==> src/hdl/adc_pkg.sv <==
package adc_pkg;

    // ------------------------------------------------------------------
    // Clock and timer widths.
    // ------------------------------------------------------------------
    localparam longint unsigned CLK_FREQ_HZ = 100_000_000;
    localparam int unsigned TMR_W = 40;

    // ------------------------------------------------------------------
    // Times in their own units and their derived tick counts.
    // ------------------------------------------------------------------
    // Warning buzzer pulse when closing begins.
    localparam longint unsigned BUZZ_TIME_MS = 1000;
    // Inside sensor stays honoured this long after business hours end.
    localparam longint unsigned EXIT_TIME_S = 3600;
    // Doorway must read clear this long before a sensor close may start; the selector closed position does not wait for it.
    localparam longint unsigned CLEAR_TIME_MS = 2000;

    localparam logic [TMR_W-1:0] BUZZ_TICKS =
        TMR_W'(BUZZ_TIME_MS * CLK_FREQ_HZ / 1000);
    localparam logic [TMR_W-1:0] EXIT_TICKS =
        TMR_W'(EXIT_TIME_S * CLK_FREQ_HZ);
    localparam logic [TMR_W-1:0] CLEAR_TICKS =
        TMR_W'(CLEAR_TIME_MS * CLK_FREQ_HZ / 1000);

    // ------------------------------------------------------------------
    // Reset values.
    // ------------------------------------------------------------------
    localparam logic [TMR_W-1:0] CNT_RESET = 40'h00_0000_0000;

    // ------------------------------------------------------------------
    // State carriers.
    // ------------------------------------------------------------------
    typedef struct packed {
        logic [TMR_W-1:0] count;
    } adc_cnt_type;

    typedef struct packed {
        logic open_drive;
        logic close_drive;
        logic buzzer;
    } adc_state_type;

    localparam adc_state_type STATE_RESET = '{
        open_drive: 1'b0,
        close_drive: 1'b0,
        buzzer: 1'b0
    };

endpackage : adc_pkg

==> src/hdl/adc_door_ctrl.sv <==
`timescale 1ns/1ps

module adc_door_ctrl import adc_pkg::*; #(
    parameter logic [TMR_W-1:0] CLEAR_CYCLES = CLEAR_TICKS,
    parameter logic [TMR_W-1:0] EXIT_CYCLES = EXIT_TICKS,
    parameter logic [TMR_W-1:0] BUZZ_CYCLES = BUZZ_TICKS
) (
    input wire logic i_clk_sys,
    input wire logic i_arst_n,
    input wire logic i_outside_motion_sensor,
    input wire logic i_inside_motion_sensor,
    input wire logic i_open_limit_input,
    input wire logic i_closed_limit_input,
    input wire logic i_force_open_input,
    input wire logic i_force_close_input,
    input wire logic i_business_hours,
    output logic o_open_drive_output,
    output logic o_close_drive_output,
    output logic o_warning_buzzer_output
);

    // ------------------------------------------------------------------
    // Declarations.
    // ------------------------------------------------------------------
    adc_state_type state_q;
    adc_state_type state_d;
    logic any_motion;
    logic exit_busy;
    logic clear_busy;
    logic buzz_busy;
    logic exit_en;
    logic open_req;
    logic clear_ok;
    logic close_start;

    // ------------------------------------------------------------------
    // Timers.
    // ------------------------------------------------------------------
    // The exit window is reloaded all through business hours, so it runs
    // out one window length after they end.
    adc_countdown #(
        .LOAD(EXIT_CYCLES)
    ) u_exit_tmr (
        .i_clk_sys(i_clk_sys),
        .i_arst_n(i_arst_n),
        .i_load(i_business_hours),
        .o_busy(exit_busy)
    );

    // The clear timer is reloaded by any presence, so it only expires
    // after an unbroken stretch of empty doorway.
    adc_countdown #(
        .LOAD(CLEAR_CYCLES)
    ) u_clear_tmr (
        .i_clk_sys(i_clk_sys),
        .i_arst_n(i_arst_n),
        .i_load(any_motion),
        .o_busy(clear_busy)
    );

    // The buzzer timer is loaded once when the close motor starts.
    adc_countdown #(
        .LOAD(BUZZ_CYCLES)
    ) u_buzz_tmr (
        .i_clk_sys(i_clk_sys),
        .i_arst_n(i_arst_n),
        .i_load(close_start),
        .o_busy(buzz_busy)
    );

    // ------------------------------------------------------------------
    // Motion qualification.
    // ------------------------------------------------------------------
    // Raw presence keeps the door from closing whatever the hour.
    assign any_motion = i_outside_motion_sensor | i_inside_motion_sensor;
    // Inside sensor stays live for the exit window after hours.
    assign exit_en = i_business_hours | exit_busy;
    // Outside only counts in business hours, inside within the window.
    assign open_req = (i_outside_motion_sensor & i_business_hours)
        | (i_inside_motion_sensor & exit_en);
    // Doorway empty now and for the whole clear delay.
    assign clear_ok = ~any_motion & ~clear_busy;

    // ------------------------------------------------------------------
    // Next-state logic.
    // ------------------------------------------------------------------
    // Selector closed position masks sensor opening; open position wins
    // over everything so nobody is trapped.
    always_comb begin
        state_d = state_q;
        state_d.open_drive = (i_force_open_input
            | (open_req & ~i_force_close_input))
            & ~i_open_limit_input;
        state_d.close_drive = (i_force_close_input | clear_ok)
            & ~any_motion
            & ~i_closed_limit_input
            & ~i_force_open_input
            & ~state_d.open_drive;
        // The close start is rebuilt here so this process never reads a
        // net that is itself derived from its own output.
        state_d.buzzer = (state_d.close_drive & ~state_q.close_drive)
            | buzz_busy;
    end

    // A new close command starts the warning pulse.
    assign close_start = state_d.close_drive & ~state_q.close_drive;

    // ------------------------------------------------------------------
    // State register and outputs.
    // ------------------------------------------------------------------
    // All outputs come straight from this register.
    always_ff @(posedge i_clk_sys or negedge i_arst_n) begin
        if (!i_arst_n) begin
            state_q <= STATE_RESET;
        end else begin
            state_q <= state_d;
        end
    end

    assign o_open_drive_output = state_q.open_drive;
    assign o_close_drive_output = state_q.close_drive;
    assign o_warning_buzzer_output = state_q.buzzer;

    // ------------------------------------------------------------------
    // Checks.
    // ------------------------------------------------------------------
    // Counts the cycles of the current buzzer pulse. A new close start
    // restarts the count, and the last length is held after it falls.
    logic [TMR_W-1:0] buzz_len_q;
    always_ff @(posedge i_clk_sys or negedge i_arst_n) begin
        if (!i_arst_n) begin
            buzz_len_q <= CNT_RESET;
        end else if (close_start) begin
            buzz_len_q <= TMR_W'(1);
        end else if (state_d.buzzer) begin
            buzz_len_q <= buzz_len_q + TMR_W'(1);
        end
    end

    // Both motors are never driven together.
    a_motor_exclusive: assert property (
        @(posedge i_clk_sys) disable iff (!i_arst_n)
        !(o_open_drive_output && o_close_drive_output))
        else $error("Open and close motors driven together.");

    // Force-open drives the door open until the open limit.
    a_force_open: assert property (
        @(posedge i_clk_sys) disable iff (!i_arst_n)
        (i_force_open_input && !i_open_limit_input)
        |=> o_open_drive_output)
        else $error("Force-open did not start the open motor.");

    // Each limit switch stops its own motor on the next edge.
    a_limit_stops: assert property (
        @(posedge i_clk_sys) disable iff (!i_arst_n)
        (i_open_limit_input |=> !o_open_drive_output)
        and (i_closed_limit_input |=> !o_close_drive_output))
        else $error("Motor still driven at its limit.");

    // Presence in the doorway blocks any close command.
    a_no_close_busy: assert property (
        @(posedge i_clk_sys) disable iff (!i_arst_n)
        (i_outside_motion_sensor || i_inside_motion_sensor)
        |=> !o_close_drive_output)
        else $error("Close commanded with someone in the doorway.");

    // Outside sensor opens the door during business hours.
    a_outside_opens: assert property (
        @(posedge i_clk_sys) disable iff (!i_arst_n)
        (i_outside_motion_sensor && i_business_hours
            && !i_open_limit_input && !i_force_close_input)
        |=> o_open_drive_output)
        else $error("Outside motion in hours did not open the door.");

    // Inside sensor opens the door during business hours.
    a_inside_opens: assert property (
        @(posedge i_clk_sys) disable iff (!i_arst_n)
        (i_inside_motion_sensor && i_business_hours
            && !i_open_limit_input && !i_force_close_input)
        |=> o_open_drive_output)
        else $error("Inside motion did not open the door.");

    // After hours the outside sensor alone never opens the door.
    a_outside_ignored: assert property (
        @(posedge i_clk_sys) disable iff (!i_arst_n)
        (i_outside_motion_sensor && !i_inside_motion_sensor
            && !i_business_hours && !i_force_open_input)
        |=> !o_open_drive_output)
        else $error("Outside motion opened the door after hours.");

    // Closing by sensors needs a clear doorway on the prior edge.
    a_close_after_clear: assert property (
        @(posedge i_clk_sys) disable iff (!i_arst_n)
        ($rose(o_close_drive_output) && !$past(i_force_close_input))
        |-> $past(!any_motion && !clear_busy))
        else $error("Sensor close started before the clear delay.");

    // Selector closed position closes an empty doorway at once.
    a_force_close: assert property (
        @(posedge i_clk_sys) disable iff (!i_arst_n)
        (i_force_close_input && !i_force_open_input && !any_motion
            && !i_closed_limit_input)
        |=> o_close_drive_output)
        else $error("Force-close did not start the close motor.");

    // The buzzer starts with the close motor and lasts exactly its time.
    a_buzz_pulse: assert property (
        @(posedge i_clk_sys) disable iff (!i_arst_n)
        ($rose(o_close_drive_output)
            |-> (o_warning_buzzer_output && buzz_len_q == TMR_W'(1)))
        and ($fell(o_warning_buzzer_output)
            |-> buzz_len_q == BUZZ_CYCLES))
        else $error("Buzzer pulse start or length wrong.");

endmodule : adc_door_ctrl

==> src/hdl/adc_countdown.sv <==
`timescale 1ns/1ps

// Retriggerable countdown: a load holds it busy for LOAD-1 cycles after
// the last load.
module adc_countdown import adc_pkg::*; #(
    parameter logic [TMR_W-1:0] LOAD = CLEAR_TICKS
) (
    input wire logic i_clk_sys,
    input wire logic i_arst_n,
    input wire logic i_load,
    output logic o_busy
);

    adc_cnt_type cnt_q;
    adc_cnt_type cnt_d;

    // Reload on request, otherwise count down to zero and stop there.
    always_comb begin
        cnt_d = cnt_q;
        if (i_load) begin
            cnt_d.count = TMR_W'(LOAD - TMR_W'(1));
        end else if (cnt_q.count != CNT_RESET) begin
            cnt_d.count = cnt_q.count - TMR_W'(1);
        end
    end

    // State register.
    always_ff @(posedge i_clk_sys or negedge i_arst_n) begin
        if (!i_arst_n) begin
            cnt_q.count <= CNT_RESET;
        end else begin
            cnt_q <= cnt_d;
        end
    end

    // Busy while any count remains.
    assign o_busy = (cnt_q.count != CNT_RESET);

endmodule : adc_countdown

==> config.mk <==
export PLATFORM = sky130hd
export DESIGN_NAME = adc_door_ctrl
export DESIGN_NICKNAME = d
export VERILOG_FILES = /design/src/hdl/adc_pkg.sv /design/src/hdl/adc_door_ctrl.sv /design/src/hdl/adc_countdown.sv
export SDC_FILE = /design/constraint.sdc
export NUM_CORES = 1
export LEC_CHECK = 0
export BUFFER_PORTS_ARGS = -buffer_cell sky130_fd_sc_hd__buf_2
export CORE_MARGIN = 2
export CORE_UTILIZATION = 60
export DETAILED_ROUTE_END_ITERATION = 8
export GPL_TIMING_DRIVEN = 0
export PLACE_DENSITY = 0.76
export SYNTH_ARGS = -nofsm -noshare
export SYNTH_HDL_FRONTEND = slang
export SYNTH_SLANG_ARGS = --single-unit
==> constraint.sdc <==
create_clock -name i_clk_sys -period 5.04 [get_ports i_clk_sys]
set_input_delay 1.008 -clock i_clk_sys [delete_from_list [all_inputs] [get_ports i_clk_sys]]
set_output_delay 1.008 -clock i_clk_sys [all_outputs]
set_load 0.01 [all_outputs]
==> run_results.csv, run 1 <==
group,metric,value,unit
detailed_routing,dr.pass1.iters,5,
timing,rsz0062_at_grt,"no",
critical_path,cp_max_fo,10,
cts,cts_made_buffers,17,
yosys,yosys.area.top_type,"dfrtp_1",
cts,cts_buffer_depth,2,
critical_path,crit_arrival,3380,ps
timing,clock_skew,10.3,ps
yosys,yosysTopAreaCellShare,47.2,%
yosys,synthArstFlopShare,100,%
power_and_ir_drop,leakage,2.62,nW
detailed_routing,vias_per_cell,5.97,
yosys,yosysWarningCount,0,
cts,insertion_delay,530,ps
cts,clock_sinks,123,
timing,fin_crit,2990,ps
power_and_ir_drop,power_density,338,mW/mm2
detailed_routing,wirelength,13900,um
final_layout,areaGrowthSynthToFinish,12.9,%
power_and_ir_drop,peakVddDrop,0.000388,V
cts,htree_levels,4,
yosys,avgSynthCellArea,9.58,um2
timing,worstMarginPinSlew,981,ps
critical_path,crit_type,"reg -> reg",
floorplanning,row_count,38,
yosys,synth-edff-count,0,
cts,cts_tree,"yes",
floorplanning,die_w,108,um
grt,grt_pass1_wl,24000,um
placed_design,gp_congestion,0.926,
floorplanning,die_area,0.0117,mm2
detailed_routing,drc,0,
yosys,netlist_top_cells_count,"dfrtp_1 (123), nor2_1 (80), xnor2_1 (54)",
detailed_routing,routedWlPerCell,16.1,um
grt,grt_antenna_before_repair,0,
yosys,yosysSeqAreaShare,47.2,%
grt,overflow,0,
grt,grt_max_degree,104,
yosys,synth.area.top_cells,"dfrtp_1 (47%), xnor2_1 (7.3%), xor2_1 (4.8%), nor2_1 (4.6%), nor4_1 (3.5%)",
cts,cts_resized,0,
outcome,status,"finished, final reports clean",
timing,max_slew_margin,34.0,%
critical_path,rrSetupSlack,2050,ps
timing,finalSetupTns,0,ps
timing,fin_ws,2050,ps
placed_design,dp_hpwl,9270,um
yosys,synth.most_common_cell,"dfrtp_1",
yosys,ys_types,56,
critical_path,cp-start-kind,"register",
detailed_routing,drtIter0Drc,311,
yosys,syn_nets,695,
floorplanning,die_h,108,um
yosys,ys_ff_latch,123,
cts,cts_root_buf,"clkbuf_8",
placed_design,port_buffers,11,
final_layout,nets,726,
grt,grt_usage,26.2,%
floorplanning,start_util,60.7,%
cts,holdBufCountCts,0,
timing,setup_viol,0,
yosys,syn_area,0.00652,mm2
final_layout,drive_above_1_share,9.96,%
floorplanning,core-area,0.0107,mm2
grt,grt_pass1_vias,5147,
timing,drv_slew,0,
critical_path,required,5430,ps
timing,hold_viol_final,0,
timing,finalCritPeriodShare,59.4,%
placed_design,pre_cts_ws,2050,ps
critical_path,critPathCaptureType,"register",
timing,max_freq,334,MHz
detailed_routing,vias,5153,
detailed_routing,drtAntennaViolNets,0,
cts,post_cts_buffers,0,
run,drv_cap,0,
yosys,yosys_most_used_dff,"dfrtp_1",
final_layout,antennaDiodeCount,0,
worst_hold_path,hold_path_class,"in -> async",
floorplanning,io_pins,12,
yosys,synthCells,681,
cts,path_clk_slew,60,ps
## path summary, 6_finish.rpt
kind,from,endpoint,depth (start not counted)
max,u_clear_tmr.cnt_q[15],u_buzz_tmr.cnt_q[19],8
min,i_arst_n,u_exit_tmr.cnt_q[17],1
max reg2reg,u_clear_tmr.cnt_q[15],u_buzz_tmr.cnt_q[19],8
min reg2reg,u_buzz_tmr.cnt_q[31],u_buzz_tmr.cnt_q[31],1
max in group asynchronous,i_arst_n,u_buzz_tmr.cnt_q[20],2
min in group i_clk_sys,u_buzz_tmr.cnt_q[31],u_buzz_tmr.cnt_q[31],1
## report_power, final
part,internal (mW),switching [mW]
Sequential,1.05,0.0589
Clock,0.782,0.406
Combinational,0.0804,0.112
## metal layers
layer / global-route usage (%) / part of all wire, %
met5: 0 / 0
met3: 6.63 / 4.1
met1: 34.8 / 46
met4: 11.1 / 1.8
met2: 41.0 / 48
## cell usage in the layout, fill, tap and decap left out, drive strengths merged, types with 8 or more instances in the layout
cell type and instances:
nand4 10, nand2b 21, nand2 53, inv 12, or2 9, nand3b 8
or4 18, a21oi 19, xor2 36, nor3 41, o21ai 14, nor2 80
nand3 24, dfrtp 123, clkbuf 41, or3 24, nor4 40, buf 20
xnor2 54
## registers in the layout, indices dropped and copies added (netlist names)
name                     flops
u_clear_tmr.cnt_q           40
o_close_drive_output         1
o_open_drive_output          1
o_warning_buzzer_output      1
u_exit_tmr.cnt_q            40
u_buzz_tmr.cnt_q            40
## critical path, stage by stage (launching register included)
cell and delay [ps]:
dfrtp_1 420, or4_1 530, clkbuf_1 180, or4_4 540, nor4_4 340, o21ai_1 140
nor2_1 330, buf_2 310, a21oi_1 80
## per-stage QoR
stage / hold slack [ps] / area [um2] / power [mW] / utilization, % / std cells
2_1_floorplan: 452 / 6520 / 1.25 / - / 681
3_3_place_gp: 469 / 6750 / 1.30 / 62.8 / 832
3_5_place_dp: 491 / 6790 / 1.32 / 63.2 / 833
4_1_cts: 309 / 7370 / 2.51 / 68.6 / 863
5_1_grt: 311 / 7370 / 2.60 / 68.6 / 863
6_report: 318 / 7370 / 2.49 / 68.6 / 863
## logic make-up after synthesis
logic type | count (synthesis) | synth area share [%]
and+or+nand+nor | 360 | 30.6
DFF | 123 | 47.2
xor gates and xnor gates | 90 | 12.1
AOI/OAI and AO/OA | 60 | 6.04
buffers and inverters | 39 | 2.49
adders and majority gates | 5 | 0.959
muxes | 4 | 0.633
## area by class of cell
type / instances / area, um2
Clock buffer: 22 / 463
Sequential cell: 123 / 3080
Fill cell: 847 / 3380
Inverter: 12 / 45.0
Clock inverter: 8 / 118
Multi-Input combinational cell: 519 / 3280
Tap cell: 140 / 175
Buffer: 27 / 118
Timing Repair Buffer: 12 / 88.8
No activity file was read; power rests on OpenSTA's default activity.
==> run 2, diff against run 1 <==
Clock period 5.04 ns to 2.9 ns, I/O delays scaled along.
==> run 2 against run 1 <==
  * Sequential power rose by 74%
  * Routed wire length increased by 0.89%
  * Sequential share of layout area decreased by 0.59 points
  * Critical path depth is 2 lower
  * Largest power group unchanged
==> run_results.csv, run 2 (synthesized netlist as in run 1, its figures left out) <==
group,metric,value,unit
final_layout,layout_common_cells,"dfrtp_1 (122), nor2_1 (79), xnor2_1 (54)",
cts,clock_sinks,123,
critical_path,critPathCaptureType,"register",
timing,holdWs,232,ps
timing,hold_viol_final,0,
cts,cts_root_buf,"clkbuf_8",
final_layout,final_area,0.00748,mm2
timing,worstMarginPinSlew,1030,ps
timing,fin_crit,2790,ps
final_layout,nets,732,
detailed_routing,routedWlPerCell,16.1,um
detailed_routing,wirelength,14000,um
critical_path,crit_arrival,3190,ps
floorplanning,row_count,38,
final_layout,stdcell_count,869,
placed_design,dpl-instance-area,0.00679,mm2
placed_design,pre_cts_ws,-92.5,ps
critical_path,cp_max_fo,8,
floorplanning,start_util,60.7,%
critical_path,required,3310,ps
cts,htree_levels,4,
final_layout,reg_top3,"u_buzz_tmr.cnt_q: 40 flops, u_clear_tmr.cnt_q: 40 flops, u_exit_tmr.cnt_q: 40 flops",
timing,finalSetupTns,0,ps
grt,overflow,0,
power_and_ir_drop,switchingPower,1.01,mW
final_layout,areaGrowthSynthToFinish,14.6,%
placed_design,dp_hpwl,9270,um
final_layout,final_common_cell,"dfrtp_1",
cts,cts_buffer_depth,2,
detailed_routing,drtIter0Drc,290,
timing,fin_ws,112,ps
placed_design,placedCellCount,833,
grt,grt_usage,26.2,%
detailed_routing,drc,0,
final_layout,drive_above_1_share,11.9,%
power_and_ir_drop,power_density,580,mW/mm2
timing,clock_skew,6.52,ps
run,drv_cap,0,
power_and_ir_drop,seqPwrFrac,44.5,%
detailed_routing,drtAntennaViolNets,0,
floorplanning,io_pins,12,
detailed_routing,vias,5150,
grt,grt_antenna_before_repair,0,
placed_design,gp_congestion,0.926,
floorplanning,die_h,108,um
grt,grt_pass1_vias,5158,
final_layout,fillers,830,
power_and_ir_drop,finalPower,4.34,mW
power_and_ir_drop,comb_power_share,7.9,%
power_and_ir_drop,peakVddDrop,0.000670,V
placed_design,port_buffers,11,
timing,rsz0062_at_grt,"no",
critical_path,crit_start,"u_exit_tmr.cnt_q[4]",
cts,cts_tree,"yes",
grt,grt_max_degree,104,
timing,drv_slew,0,
outcome,status,"finished, final reports clean",
power_and_ir_drop,swShare,23.3,%
cts,path_clk_slew,60,ps
floorplanning,die_area,0.0117,mm2
critical_path,cp-start-kind,"register",
critical_path,rr_startpoint,"u_exit_tmr.cnt_q[4]",
final_layout,fin_util,69.6,%
timing,max_freq,359,MHz
power_and_ir_drop,p_int,3.33,mW
cts,insertion_delay,530,ps
worst_hold_path,hold_path_class,"in -> reg",
power_and_ir_drop,leakage,2.70,nW
floorplanning,core-area,0.0107,mm2
detailed_routing,vias_per_cell,5.93,
cts,cts_made_buffers,17,
floorplanning,die_w,108,um
critical_path,crit_type,"reg -> reg",
detailed_routing,dr.pass1.iters,5,
final_layout,multi_input_area,0.00332,mm2
timing,max_slew_margin,30.6,%
grt,grt_pass1_wl,24000,um
power_and_ir_drop,pwr-share-clk,47.7,%
timing,setup_viol,0,
final_layout,seq_area,0.00308,mm2
final_layout,antennaDiodeCount,0,
worst_hold_path,min_from,"i_open_limit_input",
timing,finalCritPeriodShare,96.2,%
run 2: per-layer routing:
metal  GRT usage [%]  share of wire (%)  wire, um
met4            11.1                1.6       220
met1            34.8                 46      6400
met5               0                  0         0
met2            41.1                 49      6790
met3            6.63                4.2       583
run 2: area by class of cell:
type | count | area share [%]
multi-input cells | 519 | 44.5
clock buffers | 22 | 6.19
repair buffers | 20 | 2.03
clock inverters | 8 | 1.57
inverters | 12 | 0.603
plain buffers | 25 | 1.61
flip-flops and latches | 123 | 41.2
well taps | 140 | 2.34
run 2: power by group through the flow:
stage	combinational, mW	clock [mW]	sequential (mW)
after floorplan	0.236	0	1.93
after global placement	0.317	0	1.95
after detailed placement	0.334	0	1.95
after CTS	0.338	2.10	1.92
after global routing	0.391	2.18	1.94
final	0.341	2.07	1.93
run 2: critical path, stage by stage, from the launching register on:
cell and delay [ps]:
dfrtp_1 420, or4_1 650, nand4b_1 350, a31o_2 360
or2_2 340, o21ai_0 170, or3b_1 370
run 2: path summary, 6_finish.rpt:
check,end,depth (start not counted),slack (ps)
setup / recovery,u_exit_tmr.cnt_q[21],6,110
hold / removal,o_open_drive_output,2,230
setup reg to reg,u_exit_tmr.cnt_q[21],6,110
hold reg to reg,u_buzz_tmr.cnt_q[31],1,490
max in group asynchronous,u_buzz_tmr.cnt_q[20],3,1660
min in group asynchronous,u_exit_tmr.cnt_q[19],2,460
run 2: what timing repair did:
item                       CTS  global route
pin swaps                    0             5
hold endpoints to repair    20             0
setup endpoints to repair   20            68
hold buffers                 1             0
gates resized for setup      1            16
buffers inserted             0             7
